[src/include/acr_defs.svh]
// constants for the converter trigger, flag and result controller
// Function
// with auto-trigger enabled, a rising edge of the selected trigger starts a conversion
// done flag sets when a conversion finishes and the result pair is loaded
// interrupt request is high only while flag, irq enable and global enable are set
// taking the matching interrupt vector clears the done flag in hardware
// writing one to the flag position clears it; writing zero leaves it
// prescale codes 0 and 1 divide by 2, codes 2 to 7 by 4 to 128
// right adjust puts result in bits 9..0, left adjust in bits 15..6
// differential channel selections present the result in two's complement
// after a low byte read the result pair holds until the high byte read
// software reads low byte before high; high byte alone suffices for 8-bit left adjust
// trigger source codes 0 to 7 select free running or one of seven event flags
// with auto-trigger disabled the trigger source has no effect on starts
// switching selection from a cleared to a set flag is a rising edge
// switching to free running never creates a trigger event
// software writes zero to the reserved bit of the special function register
// clearing converter enable turns it off and aborts a running conversion
// start bit reads one while converting, zero after; writing zero does nothing
// first conversion after enable takes 25 converter clocks, later ones 13
// a result completing while the pair is locked is discarded
`ifndef ACR_DEFS_SVH
`define ACR_DEFS_SVH

`define ACR_OFS_CTRL      8'h00
`define ACR_OFS_RES_LOW   8'h04
`define ACR_OFS_RES_HIGH  8'h08
`define ACR_OFS_SFIO      8'h0C
`define ACR_OFS_CHAN      8'h10

`define ACR_CTRL_ENABLE   7
`define ACR_CTRL_START    6
`define ACR_CTRL_AUTO     5
`define ACR_CTRL_FLAG     4
`define ACR_CTRL_IE       3
`define ACR_SFIO_RSVD     4
`define ACR_CHAN_LEFT     5

`define ACR_RESET_BYTE    8'h00
`define ACR_FIRST_CYCLES  5'd25
`define ACR_NORM_CYCLES   5'd13
`define ACR_DIFF_LO       5'h08
`define ACR_DIFF_HI       5'h1D
`define ACR_SRC_FREE      3'h0

`define ACR_RESP_OKAY     2'h0
`define ACR_RESP_SLVERR   2'h2

`endif

[src/include/acr_pkg.sv]
// types shared by the converter trigger, flag and result controller
package acr_pkg;

   // strobes and selection toward the analog converter core
   typedef struct packed {
      logic       sample_start;
      logic       first_conv;
      logic       conv_tick;
      logic       busy;
      logic [4:0] channel_gain_select;
   } acr_core_req_s;

   // answer from the analog converter core
   typedef struct packed {
      logic [9:0] raw_result;
   } acr_core_rsp_s;

endpackage

[src/logic/acr_ctrl.sv]
// converter trigger, done flag, prescaler and result presentation with AXI4-Lite registers
//
// Design decisions made here: the address map and the AXI4-Lite interface to the registers.
`timescale 1ns/10ps
`include "acr_defs.svh"

module acr_ctrl #(
   parameter int ADDR_W = 8
) (
   // clock and reset
   input  wire  logic                  aclk,
   input  wire  logic                  aresetn,
   // axi4-lite write address and data
   input  wire  logic [ADDR_W-1:0]     s_axi_awaddr,
   input  wire  logic                  s_axi_awvalid,
   output       logic                  s_axi_awready,
   input  wire  logic [31:0]           s_axi_wdata,
   input  wire  logic [3:0]            s_axi_wstrb,
   input  wire  logic                  s_axi_wvalid,
   output       logic                  s_axi_wready,
   // axi4-lite write response
   output       logic [1:0]            s_axi_bresp,
   output       logic                  s_axi_bvalid,
   input  wire  logic                  s_axi_bready,
   // axi4-lite read
   input  wire  logic [ADDR_W-1:0]     s_axi_araddr,
   input  wire  logic                  s_axi_arvalid,
   output       logic                  s_axi_arready,
   output       logic [31:0]           s_axi_rdata,
   output       logic [1:0]            s_axi_rresp,
   output       logic                  s_axi_rvalid,
   input  wire  logic                  s_axi_rready,
   // trigger event flags, index = trigger source code
   input  wire  logic [7:1]            event_flags,
   // processor interrupt side
   input  wire  logic                  global_irq_enable,
   input  wire  logic                  irq_vector_ack,
   output       logic                  conversion_irq,
   // converter core
   output       acr_pkg::acr_core_req_s core_req,
   input  wire  acr_pkg::acr_core_rsp_s core_rsp
);
   import acr_pkg::*;

   ////////////////////////////////////////////////////////////////////////////////
   // state

   logic [ADDR_W-1:0] awaddr_q;
   logic              aw_have_q;
   logic [7:0]        wbyte_q;
   logic              wlane_q;
   logic              w_have_q;
   logic              bvalid_q;
   logic [1:0]        bresp_q;
   logic              rvalid_q;
   logic [1:0]        rresp_q;
   logic [7:0]        rdata_q;

   logic              enable_q;
   logic              auto_q;
   logic              flag_q;
   logic              ie_q;
   logic [2:0]        prescale_q;
   logic [7:0]        sfio_q;
   logic [7:0]        chan_q;

   logic              busy_q;
   logic              init_done_q;
   logic [4:0]        cyc_q;
   logic [6:0]        pre_q;
   logic              trig_prev_q;
   logic [2:0]        src_prev_q;
   logic [9:0]        res_q;
   logic              lock_q;
   acr_core_req_s     req_q;

   ////////////////////////////////////////////////////////////////////////////////
   // axi4-lite decode

   wire aw_fire = s_axi_awvalid & s_axi_awready;
   wire w_fire  = s_axi_wvalid & s_axi_wready;
   wire ar_fire = s_axi_arvalid & s_axi_arready;
   wire wr_go   = aw_have_q & w_have_q & ~bvalid_q;

   wire wr_ctrl = wr_go & wlane_q & (awaddr_q == ADDR_W'(`ACR_OFS_CTRL));
   wire wr_sfio = wr_go & wlane_q & (awaddr_q == ADDR_W'(`ACR_OFS_SFIO));
   wire wr_chan = wr_go & wlane_q & (awaddr_q == ADDR_W'(`ACR_OFS_CHAN));
   wire wr_map  = (awaddr_q == ADDR_W'(`ACR_OFS_CTRL)) |
                  (awaddr_q == ADDR_W'(`ACR_OFS_RES_LOW)) |
                  (awaddr_q == ADDR_W'(`ACR_OFS_RES_HIGH)) |
                  (awaddr_q == ADDR_W'(`ACR_OFS_SFIO)) |
                  (awaddr_q == ADDR_W'(`ACR_OFS_CHAN));

   wire rd_ctrl = s_axi_araddr == ADDR_W'(`ACR_OFS_CTRL);
   wire rd_low  = s_axi_araddr == ADDR_W'(`ACR_OFS_RES_LOW);
   wire rd_high = s_axi_araddr == ADDR_W'(`ACR_OFS_RES_HIGH);
   wire rd_sfio = s_axi_araddr == ADDR_W'(`ACR_OFS_SFIO);
   wire rd_chan = s_axi_araddr == ADDR_W'(`ACR_OFS_CHAN);
   wire rd_map  = rd_ctrl | rd_low | rd_high | rd_sfio | rd_chan;

   assign s_axi_awready = ~aw_have_q;
   assign s_axi_wready  = ~w_have_q;
   assign s_axi_bvalid  = bvalid_q;
   assign s_axi_bresp   = bresp_q;
   assign s_axi_arready = ~rvalid_q;
   assign s_axi_rvalid  = rvalid_q;
   assign s_axi_rresp   = rresp_q;
   assign s_axi_rdata   = {24'h000000, rdata_q};

   ////////////////////////////////////////////////////////////////////////////////
   // result presentation

   wire [15:0] pres_word = chan_q[`ACR_CHAN_LEFT] ? {res_q, 6'h00}
                                                  : {6'h00, res_q};
   wire [7:0]  ctrl_rd   = {enable_q, busy_q, auto_q, flag_q, ie_q, prescale_q};
   wire [7:0]  rd_mux    = rd_ctrl ? ctrl_rd :
                           rd_low  ? pres_word[7:0] :
                           rd_high ? pres_word[15:8] :
                           rd_sfio ? sfio_q :
                           rd_chan ? chan_q : 8'h00;

   ////////////////////////////////////////////////////////////////////////////////
   // control decode

   wire       wr_en_new  = wbyte_q[`ACR_CTRL_ENABLE];
   wire       en_next    = wr_ctrl ? wr_en_new : enable_q;
   wire       abort      = wr_ctrl & ~wr_en_new;
   wire [2:0] src        = sfio_q[7:5];

   // free running follows the done flag itself, so a conversion starts each time the flag goes from clear to set
   wire [7:0] trig_vec   = {event_flags, flag_q};
   wire       trig_sig   = trig_vec[src];
   // a change to free running would otherwise look like an edge on a set flag
   wire       to_free    = (src == `ACR_SRC_FREE) & (src_prev_q != `ACR_SRC_FREE);
   wire       trig_edge  = trig_sig & ~trig_prev_q & ~to_free;
   wire       auto_start = enable_q & auto_q & trig_edge;
   wire       sw_start   = wr_ctrl & wr_en_new & wbyte_q[`ACR_CTRL_START];
   wire       start      = (sw_start | auto_start) & en_next & ~busy_q;

   // prescaler: codes below 2 divide by 2
   wire [2:0] shift      = (prescale_q < 3'h2) ? 3'h1 : prescale_q;
   wire [6:0] pre_top    = 7'((8'h01 << shift) - 8'h01);
   wire       tick       = enable_q & (pre_q == pre_top);

   wire [4:0] conv_len   = init_done_q ? `ACR_NORM_CYCLES : `ACR_FIRST_CYCLES;
   wire       conv_end   = busy_q & tick & (cyc_q == 5'(conv_len - 5'd1));
   // a result landing while the pair is locked is lost, flag included
   wire       load_res   = conv_end & ~lock_q;

   wire [4:0] mux_sel    = chan_q[4:0];
   wire       diff_sel   = (mux_sel >= `ACR_DIFF_LO) & (mux_sel <= `ACR_DIFF_HI);
   wire [9:0] raw        = core_rsp.raw_result;
   // the core hands offset binary; flipping the top bit gives two's complement
   wire [9:0] res_new    = diff_sel ? {~raw[9], raw[8:0]} : raw;

   wire       flag_clr   = (wr_ctrl & wbyte_q[`ACR_CTRL_FLAG]) | irq_vector_ack;
   // a completion in the clearing cycle keeps the flag set
   wire       flag_d     = load_res | (flag_q & ~flag_clr);

   assign conversion_irq = flag_q & ie_q & global_irq_enable;
   assign core_req       = req_q;

   ////////////////////////////////////////////////////////////////////////////////
   // axi4-lite channel registers

   // an address is only taken while none is held, so take and release never meet
   always_ff @(posedge aclk) begin
      if (!aresetn) begin
         awaddr_q  <= '0;
         aw_have_q <= 1'b0;
      end else if (aw_fire) begin
         awaddr_q  <= s_axi_awaddr;
         aw_have_q <= 1'b1;
      end else if (wr_go) begin
         aw_have_q <= 1'b0;
      end
   end

   always_ff @(posedge aclk) begin
      if (!aresetn) begin
         wbyte_q  <= `ACR_RESET_BYTE;
         wlane_q  <= 1'b0;
         w_have_q <= 1'b0;
      end else if (w_fire) begin
         wbyte_q  <= s_axi_wdata[7:0];
         wlane_q  <= s_axi_wstrb[0];
         w_have_q <= 1'b1;
      end else if (wr_go) begin
         w_have_q <= 1'b0;
      end
   end

   // the next write waits for bvalid to drop, so one response stands at a time
   always_ff @(posedge aclk) begin
      if (!aresetn) begin
         bvalid_q <= 1'b0;
         bresp_q  <= `ACR_RESP_OKAY;
      end else if (wr_go) begin
         bvalid_q <= 1'b1;
         bresp_q  <= wr_map ? `ACR_RESP_OKAY : `ACR_RESP_SLVERR;
      end else if (bvalid_q && s_axi_bready) begin
         bvalid_q <= 1'b0;
      end
   end

   // arready is low while rvalid stands, so the data cannot move under the master
   always_ff @(posedge aclk) begin
      if (!aresetn) begin
         rvalid_q <= 1'b0;
      end else if (ar_fire) begin
         rvalid_q <= 1'b1;
      end else if (rvalid_q && s_axi_rready) begin
         rvalid_q <= 1'b0;
      end
   end

   always_ff @(posedge aclk) begin
      if (!aresetn) begin
         rresp_q <= `ACR_RESP_OKAY;
         rdata_q <= `ACR_RESET_BYTE;
      end else if (ar_fire) begin
         rresp_q <= rd_map ? `ACR_RESP_OKAY : `ACR_RESP_SLVERR;
         rdata_q <= rd_mux;
      end
   end

   ////////////////////////////////////////////////////////////////////////////////
   // software registers

   always_ff @(posedge aclk) begin
      if (!aresetn) begin
         enable_q   <= 1'b0;
         auto_q     <= 1'b0;
         ie_q       <= 1'b0;
         prescale_q <= 3'h0;
      end else if (wr_ctrl) begin
         enable_q   <= wr_en_new;
         auto_q     <= wbyte_q[`ACR_CTRL_AUTO];
         ie_q       <= wbyte_q[`ACR_CTRL_IE];
         prescale_q <= wbyte_q[2:0];
      end
   end

   always_ff @(posedge aclk) begin
      if (!aresetn) begin
         flag_q <= 1'b0;
      end else begin
         flag_q <= flag_d;
      end
   end

   // the reserved bit is read-only zero whatever software writes
   always_ff @(posedge aclk) begin
      if (!aresetn) begin
         sfio_q <= `ACR_RESET_BYTE;
      end else if (wr_sfio) begin
         sfio_q <= wbyte_q & ~(8'h01 << `ACR_SFIO_RSVD);
      end
   end

   always_ff @(posedge aclk) begin
      if (!aresetn) begin
         chan_q <= `ACR_RESET_BYTE;
      end else if (wr_chan) begin
         chan_q <= wbyte_q;
      end
   end

   ////////////////////////////////////////////////////////////////////////////////
   // trigger edge detection

   always_ff @(posedge aclk) begin
      if (!aresetn) begin
         trig_prev_q <= 1'b0;
      end else begin
         trig_prev_q <= trig_sig;
      end
   end

   // remembered so that a switch to free running can be told from a flag edge
   always_ff @(posedge aclk) begin
      if (!aresetn) begin
         src_prev_q <= `ACR_SRC_FREE;
      end else begin
         src_prev_q <= src;
      end
   end

   ////////////////////////////////////////////////////////////////////////////////
   // prescaler and conversion sequencing

   // the divider runs from enable, so the first converter clock may come early
   always_ff @(posedge aclk) begin
      if (!aresetn) begin
         pre_q <= 7'h00;
      end else if (!enable_q || tick) begin
         pre_q <= 7'h00;
      end else begin
         pre_q <= 7'(pre_q + 7'h01);
      end
   end

   always_ff @(posedge aclk) begin
      if (!aresetn) begin
         busy_q <= 1'b0;
         cyc_q  <= 5'h00;
      end else if (abort) begin
         busy_q <= 1'b0;
         cyc_q  <= 5'h00;
      end else if (start) begin
         busy_q <= 1'b1;
         cyc_q  <= 5'h00;
      end else if (conv_end) begin
         busy_q <= 1'b0;
         cyc_q  <= 5'h00;
      end else if (busy_q && tick) begin
         cyc_q <= 5'(cyc_q + 5'h01);
      end
   end

   // start needs an idle converter and the end a busy one, so they never meet
   always_ff @(posedge aclk) begin
      if (!aresetn) begin
         init_done_q <= 1'b0;
      end else if (abort) begin
         init_done_q <= 1'b0;
      end else if (conv_end) begin
         init_done_q <= 1'b1;
      end
   end

   ////////////////////////////////////////////////////////////////////////////////
   // result register and read lock

   wire rd_low_go  = ar_fire & rd_low;
   wire rd_high_go = ar_fire & rd_high;

   always_ff @(posedge aclk) begin
      if (!aresetn) begin
         res_q <= 10'h000;
      end else if (load_res) begin
         res_q <= res_new;
      end
   end

   // a high byte read releases the pair, so it wins over a low byte read
   always_ff @(posedge aclk) begin
      if (!aresetn) begin
         lock_q <= 1'b0;
      end else if (rd_high_go) begin
         lock_q <= 1'b0;
      end else if (rd_low_go) begin
         lock_q <= 1'b1;
      end
   end

   ////////////////////////////////////////////////////////////////////////////////
   // converter core strobes

   // every strobe reaches the core one cycle late, which the core must allow for
   always_ff @(posedge aclk) begin
      if (!aresetn) begin
         req_q <= '0;
      end else begin
         req_q.sample_start        <= start;
         req_q.first_conv          <= start ? ~init_done_q : req_q.first_conv;
         req_q.conv_tick           <= tick & busy_q;
         req_q.busy                <= busy_q;
         req_q.channel_gain_select <= chan_q[4:0];
      end
   end

endmodule

[config.mk]
export PLATFORM = sky130hd
export DESIGN_NAME = acr_ctrl
export DESIGN_NICKNAME = d
export VERILOG_FILES = /design/src/include/acr_pkg.sv /design/src/logic/acr_ctrl.sv
export VERILOG_INCLUDE_DIRS = /design/src /design/src/include
export SDC_FILE = /design/constraint.sdc
export NUM_CORES = 1
export LEC_CHECK = 0
export BUFFER_PORTS_ARGS = -buffer_cell sky130_fd_sc_hd__buf_2
export CELL_PAD_IN_SITES_DETAIL_PLACEMENT = 1
export CELL_PAD_IN_SITES_GLOBAL_PLACEMENT = 2
export CORE_UTILIZATION = 30
export DETAILED_ROUTE_END_ITERATION = 10
export PLACE_DENSITY_LB_ADDON = 0.15
export SKIP_LAST_GASP = 1
export SYNTH_ARGS = -nofsm -noshare
export SYNTH_HDL_FRONTEND = slang
export SYNTH_SLANG_ARGS = --single-unit
export TNS_END_PERCENT = 5
[constraint.sdc]
create_clock -name aclk -period 2.5 [get_ports aclk]
set_input_delay 0.25 -clock aclk [delete_from_list [all_inputs] [get_ports aclk]]
set_output_delay 0.25 -clock aclk [all_outputs]
set_load 0.02 [all_outputs]
==> run metrics, run 1 <==
R2R setup slack=320 ps; Yosys warning count=0; Leak=2.22 nW; Period minus WS final=2180 ps; P per Cell Area=605 nW/um^2; # port buffers=75; Vert. Die Dim=122 um; first-pass GRT wire length=18.7 mm; area of the core=13,900 sq um; number of global-route vias before repair=3,659; Worst Path Required=2730 ps; dpl cells=740; Clock power frac=0.425; Worst Setup SP=awaddr_q[6]; Final HPWL DP=8.62 mm; Worst Hold Class=input pin to flip-flop; Overall Power=3.05 mW; Max Slew Vio Count=0; Synth Area per Inst=8.59 sq um; Post-Layout Cell Count=755; DIE AREA=14,800 sq um; WP depth=6; sequential power share=0.493; Final Setup Violations=0; DRC Markers=0; hold_buf cts=0; CTS max path bufs=2; Final Hold Vio Count=0; CP startpoint kind=flip-flop; DRT Wirelength=11.7 mm; Buffers & Inverters on Critical Path=1; clock skew=8.85 ps; RR Endpoint=ie_q; total gr overflow=0; setup bufs post-CTS=0; # H-tree levels=3; Fmax=459 MHz; CTS tree=built; cell family with most CP delay=simple AND/OR/NAND/NOR gates; area growth from synthesis to layout=17.2%; nets=652; Max-Cap Viols=0; switch share=0.259; DR iter-0 viols=161; clk root buf=clkbuf_16; Post-synth EDFFs=0; Synth Cell Area=4300 sq um; clk sink count=91; initial antenna violation count=0; Inserted Clock Buffers=9; Unique masters post-synth=60; period utilization=0.871; critical path's largest stage delay=530 ps; Filler Cell Count=1,686; Worst Path Max Fanout=7; Routed Antenna Nets=0; Worst Setup EP=ie_q; P_int=2.26 mW; Max-Slew Margin vs Limit=0.585; status=complete, no violations; DRT Pass-1 Iters=4; FF+latch count, synth=91; Final TNS setup=0 ps; CP cell instances=or4_4 -> or2_4 -> nor4b_4 -> buf_4 -> mux2i_1 -> nor2_1; WL per Instance=15.5 um; io pins=129; sequential-to-total area share from yosys stat=0.424; Psw=788 uW; post-cts sizing count=0; clk_lat worst skew=350 ps; Vias=3,635; largest net degree at the start of global routing=42; vias per cell=4.81; number of cells on the worst reg-to-reg path=6; CP endpoint kind=flip-flop; CTS clk-pin slew, worst paths=70 ps; RSZ-0062 raised after global routing=no; Main synth FF type=dfxtp_1; GPL Wtd Cong=0.741; CP max-delay cell=or4_4; layout cell share with drive strength beyond 1=0.197; Initial Utilization=0.309; crit path kind=flip-flop to flip-flop; Inserted Diodes=0; chip width=122 um; arrival time worst endpoint=2410 ps; combinational power share=0.082; # rows=43; Slew @ Worst Pin=622 ps; ys async rst share=0; FF-to-FF Start=awaddr_q[6]; Syn Inst Count=501; peak supply drop=0.000321 V; Total GRT Usage=0.166
## power groups by stage
stage / registers [mW] / clock network (mW) / logic (mW)
finish: 1.50 / 1.30 / 0.249
global placement: 1.54 / 0 / 0.247
floorplan: 1.53 / 0 / 0.191
CTS: 1.50 / 1.35 / 0.253
global route: 1.51 / 1.39 / 0.277
detailed placement: 1.54 / 0 / 0.252
## area by class of cell
type,instances,area [sq um],share of cell area
clock buffer,10,239,0.0474
clock inverter,5,37.5,0.00745
inverter,16,60.1,0.0119
multi-input combinational,369,2210,0.439
sequential,91,1820,0.361
tap,180,225,0.0447
timing repair buffer,84,443,0.0879
## how the worst min path moves through the flow
stage                  from      endpoint  slack, ps  cells past startpoint
2_1_floorplan  s_axi_rready  s_axi_rvalid        350                      1
3_5_place_dp   s_axi_rready  s_axi_rvalid        450                      2
5_1_grt        s_axi_rready  s_axi_rvalid         80                      2
6_report       s_axi_rready  s_axi_rvalid         90                      2
4_1_cts        s_axi_rready  s_axi_rvalid         80                      2
3_3_place_gp   s_axi_rready  s_axi_rvalid        440                      2
## state kept, by name, indices dropped and copies added, names as in the netlist, 3 cells and up
register,flops
cyc_q,5
wbyte_q,8
res_q,10
awaddr_q,8
rdata_q,8
chan_q,8
pre_q,7
sfio_q,7
core_req,9
prescale_q,3
src_prev_q,3
## cell usage after synthesis (3+ instances only)
cell type,count,share of area
nand3b_1,3,0.0052
dfxtp_1,91,0.42
nand4b_1,3,0.0061
o21ai_0,12,0.014
a32o_1,4,0.0093
nor3_1,6,0.0070
buf_1,4,0.0035
nor2_1,61,0.053
a21oi_1,36,0.042
xor2_1,3,0.0061
mux2i_1,48,0.11
buf_4,27,0.047
o211ai_1,3,0.0052
nand2_1,66,0.058
o22ai_1,8,0.012
ha_1,3,0.0087
nand3_1,13,0.015
clkbuf_1,15,0.013
nand2b_1,5,0.0073
xnor2_1,3,0.0061
buf_2,3,0.0035
inv_1,15,0.013
and2_1,10,0.015
nand4_1,4,0.0058
nor2b_1,7,0.010
and3_1,7,0.010
## metal layers
metal | GRT usage | routed length (um) | vias to the layer above
met3 | 0.0360 | 434 | 14
li1 | - | - | 1821
met4 | 0.0679 | 208 | 0
met1 | 0.219 | 5800 | 1728
met2 | 0.262 | 5230 | 72
met5 | 0 | 0 | -
## cell usage in the layout (no fill, tap or decap), types with 2 or more instances in the layout
cell         n
a31oi_1      2
nand3_1     13
xor2_1       3
dfxtp_1     91
nor2_1      61
nand4b_1     3
mux2i_1     48
a32o_1       4
nor4_1       2
nor3b_1      2
o41ai_1      2
clkbuf_16    9
xnor2_1      3
nand2b_1     5
nand3b_1     3
inv_1       15
nand2_1     66
nor2b_1      7
nand4_1      4
nor3_1       6
o211ai_1     3
and3_1       7
conb_1      26
buf_4        9
clkinvlp_4   2
ha_1         3
o21ai_0     12
a22oi_1      2
and2_1      10
a21oi_1     36
o22ai_1      8
a21bo_2      2
a32oi_1      2
buf_2       75
## metrics by stage
stage               hold slack, ps  setup WS [ps]  cell area, sq um   util
finish                        90.2            322              5040  0.362
global route                  83.4            230              5040  0.362
CTS                           80.5            300              5040  0.362
detailed placement             454            316              4760  0.342
global placement               437            352              4760  0.342
floorplan                      350            552              4400      -
## logic make-up after synthesis
| logic type | share of synthesized area |
|---|---|
| flops | 0.424 |
| mux | 0.112 |
| compound gates | 0.137 |
| buf+inv | 0.0838 |
| simple gates | 0.222 |
| fa+ha+maj | 0.00873 |
| xor+xnor | 0.0122 |
| other cells | 0.000872 |
No activity file was read; power rests on OpenSTA's default activity.
==> inputs of run 2 (changes only) <==
Settings changed: CORE_UTILIZATION 30 to 31, CTS_BUF_LIST set to sky130_fd_sc_hd__clkbuf_4 sky130_fd_sc_hd__clkbuf_8, CTS_CLUSTER_SIZE set to 30.
==> run metrics, run 2 (same netlist as run 1, synthesis figures left out) <==
clk root buf=clkbuf_8 (was clkbuf_16); hold_buf cts=0 (unchanged); Seq. cell area=1820 sq um (unchanged); Total GRT Usage=0.169 (was 0.166); CP endpoint kind=flip-flop (unchanged); RSZ-0062 raised after global routing=no (unchanged); post-cts sizing count=0 (unchanged); area of the core=13,400 sq um (was 13,900 sq um); Period minus WS final=2260 ps (was 2180 ps); nets=652 (unchanged); # rows=42 (was 43); CP max-delay cell=or4_4 (unchanged); Buffers & Inverters on Critical Path=1 (unchanged); Top reg by flops=res_q (unchanged); DIE AREA=14,400 sq um (was 14,800 sq um); Slew @ Worst Pin=606 ps (was 622 ps); WL per Instance=15.2 um (was 15.5 um); arrival time worst endpoint=2510 ps (was 2410 ps); Vias=3,679 (was 3,635); DRC Markers=0 (unchanged); io pins=129 (unchanged); Final Setup Violations=0 (unchanged); Max Slew Vio Count=0 (unchanged); Final Hold Vio Count=0 (unchanged); initial antenna violation count=0 (unchanged); Routed Antenna Nets=0 (unchanged); worst hold path startpoint=s_axi_rready (unchanged); Inserted Diodes=0 (unchanged); Final TNS setup=0 ps (unchanged); Worst Hold Class=input pin to flip-flop (unchanged); area occupied by multi-input gates=2210 sq um (unchanged); CP startpoint kind=flip-flop (unchanged); crit path kind=flip-flop to flip-flop (unchanged); total gr overflow=0 (unchanged); max reg flops=10 (unchanged); first-pass GRT wire length=18.8 mm (was 18.7 mm); DR iter-0 viols=154 (was 161); largest net degree at the start of global routing=42 (unchanged); peak supply drop=0.000184 V (was 0.000321 V); Inserted Clock Buffers=9 (unchanged); clock skew=12.2 ps (was 8.85 ps); dpl cells=736 (was 740); CP cell instances=or4_4 -> or2_4 -> nor4b_4 -> buf_4 -> mux2i_1 -> nor2_1 (unchanged); area growth from synthesis to layout=16.1% (was 17.2%); layout cell share with drive strength beyond 1=0.198 (was 0.197); most frequent cells in the layout=91 x dfxtp_1, 75 x buf_2, 66 x nand2_1 (unchanged); CTS clk-pin slew, worst paths=100 ps (was 70 ps); Vert. Die Dim=120 um (was 122 um); Worst Setup SP=awaddr_q[6] (unchanged); number of global-route vias before repair=3,545 (was 3,659); chip width=120 um (was 122 um); # H-tree levels=3 (unchanged); clk sink count=91 (unchanged); DRT Pass-1 Iters=4 (unchanged); clk_lat worst skew=380 ps (was 350 ps); FF-to-FF Start=awaddr_q[6] (unchanged); Post-Layout Cell Count=752 (was 755); Worst Path Required=2750 ps (was 2730 ps); critical path's largest stage delay=530 ps (about the same); cell family with most CP delay=simple AND/OR/NAND/NOR gates (unchanged); Leak=2.20 nW (was 2.22 nW); vias per cell=4.89 (was 4.81); Filler Cell Count=1,636 (was 1,686); Initial Utilization=0.321 (was 0.309); Worst Path Max Fanout=6 (was 7); Final HPWL DP=8.53 mm (was 8.62 mm); CTS max path bufs=2 (unchanged); status=complete, no violations (unchanged); setup bufs post-CTS=0 (unchanged); DRT Wirelength=11.4 mm (was 11.7 mm); CTS tree=built (unchanged); GPL Wtd Cong=0.753 (was 0.741); Max-Cap Viols=0 (unchanged); Fmax=443 MHz (was 459 MHz); P per Cell Area=586 nW/um^2 (was 605 nW/um^2); # port buffers=75 (unchanged); commonest non-fill, non-tap cell in the layout=dfxtp_1 (unchanged); period utilization=0.903 (was 0.871); Max-Slew Margin vs Limit=0.596 (was 0.585)
[run 2: cell types whose count changed in the layout (fill, tap and decap cells not counted), sizes merged]
cell,before,now
clkinv,2,0
bufinv,0,2
clkbuf,10,11
[run 2: stage by stage]
stage                     cell area, sq um  setup slack (ps)  total power [mW]  hold slack (ps)  utilization
after floorplan                       4400               552              1.73              350            -
after global placement                4760               269              1.78              437        0.355
after detailed placement              4760               257              1.79              457        0.355
after CTS                             4990               219              2.97             41.9        0.373
after global routing                  4990              95.9              3.07             54.3        0.373
final                                 4990               243              2.93             59.9        0.373
[run 2: final timing paths]
check	to	slack, ps	cells past startpoint
setup / recovery	prescale_q[2]	240	6
hold reg to reg	wlane_q	480	2
hold / removal	s_axi_rvalid	60	2
setup reg to reg	prescale_q[2]	240	6
[run 2: worst register-to-register path: stages (launching register included)]
cell and delay [ps]:
dfxtp_1 330, or4_4 530, or2_4 260, nor4b_4 510
buf_4 260, mux2i_1 190, nor2_1 50
[run 2: power by group]
| part | internal [mW] | total, mW | switching (mW) |
|---|---|---|---|
| registers | 1.47 | 1.50 | 0.0265 |
| clock network | 0.621 | 1.18 | 0.554 |
| logic | 0.0861 | 0.250 | 0.164 |
| total | 2.18 | 2.93 | 0.745 |
[run 2: cell type report]
cell class / instances / share of cell area
Multi-Input combinational cell: 369 / 0.443
Inverter: 16 / 0.0120
Sequential cell: 91 / 0.365
Timing Repair Buffer: 84 / 0.0887
Clock inverter: 5 / 0.0168
Tap cell: 176 / 0.0441
Clock buffer: 11 / 0.0303
[run 2: metal layers]
layer  vias up  share of wire  track usage
met1      1774           0.51        0.238
met3        12          0.030       0.0276
met5         -              0            0
met4         0          0.017       0.0688
li1       1822              -            -
met2        71           0.44        0.254
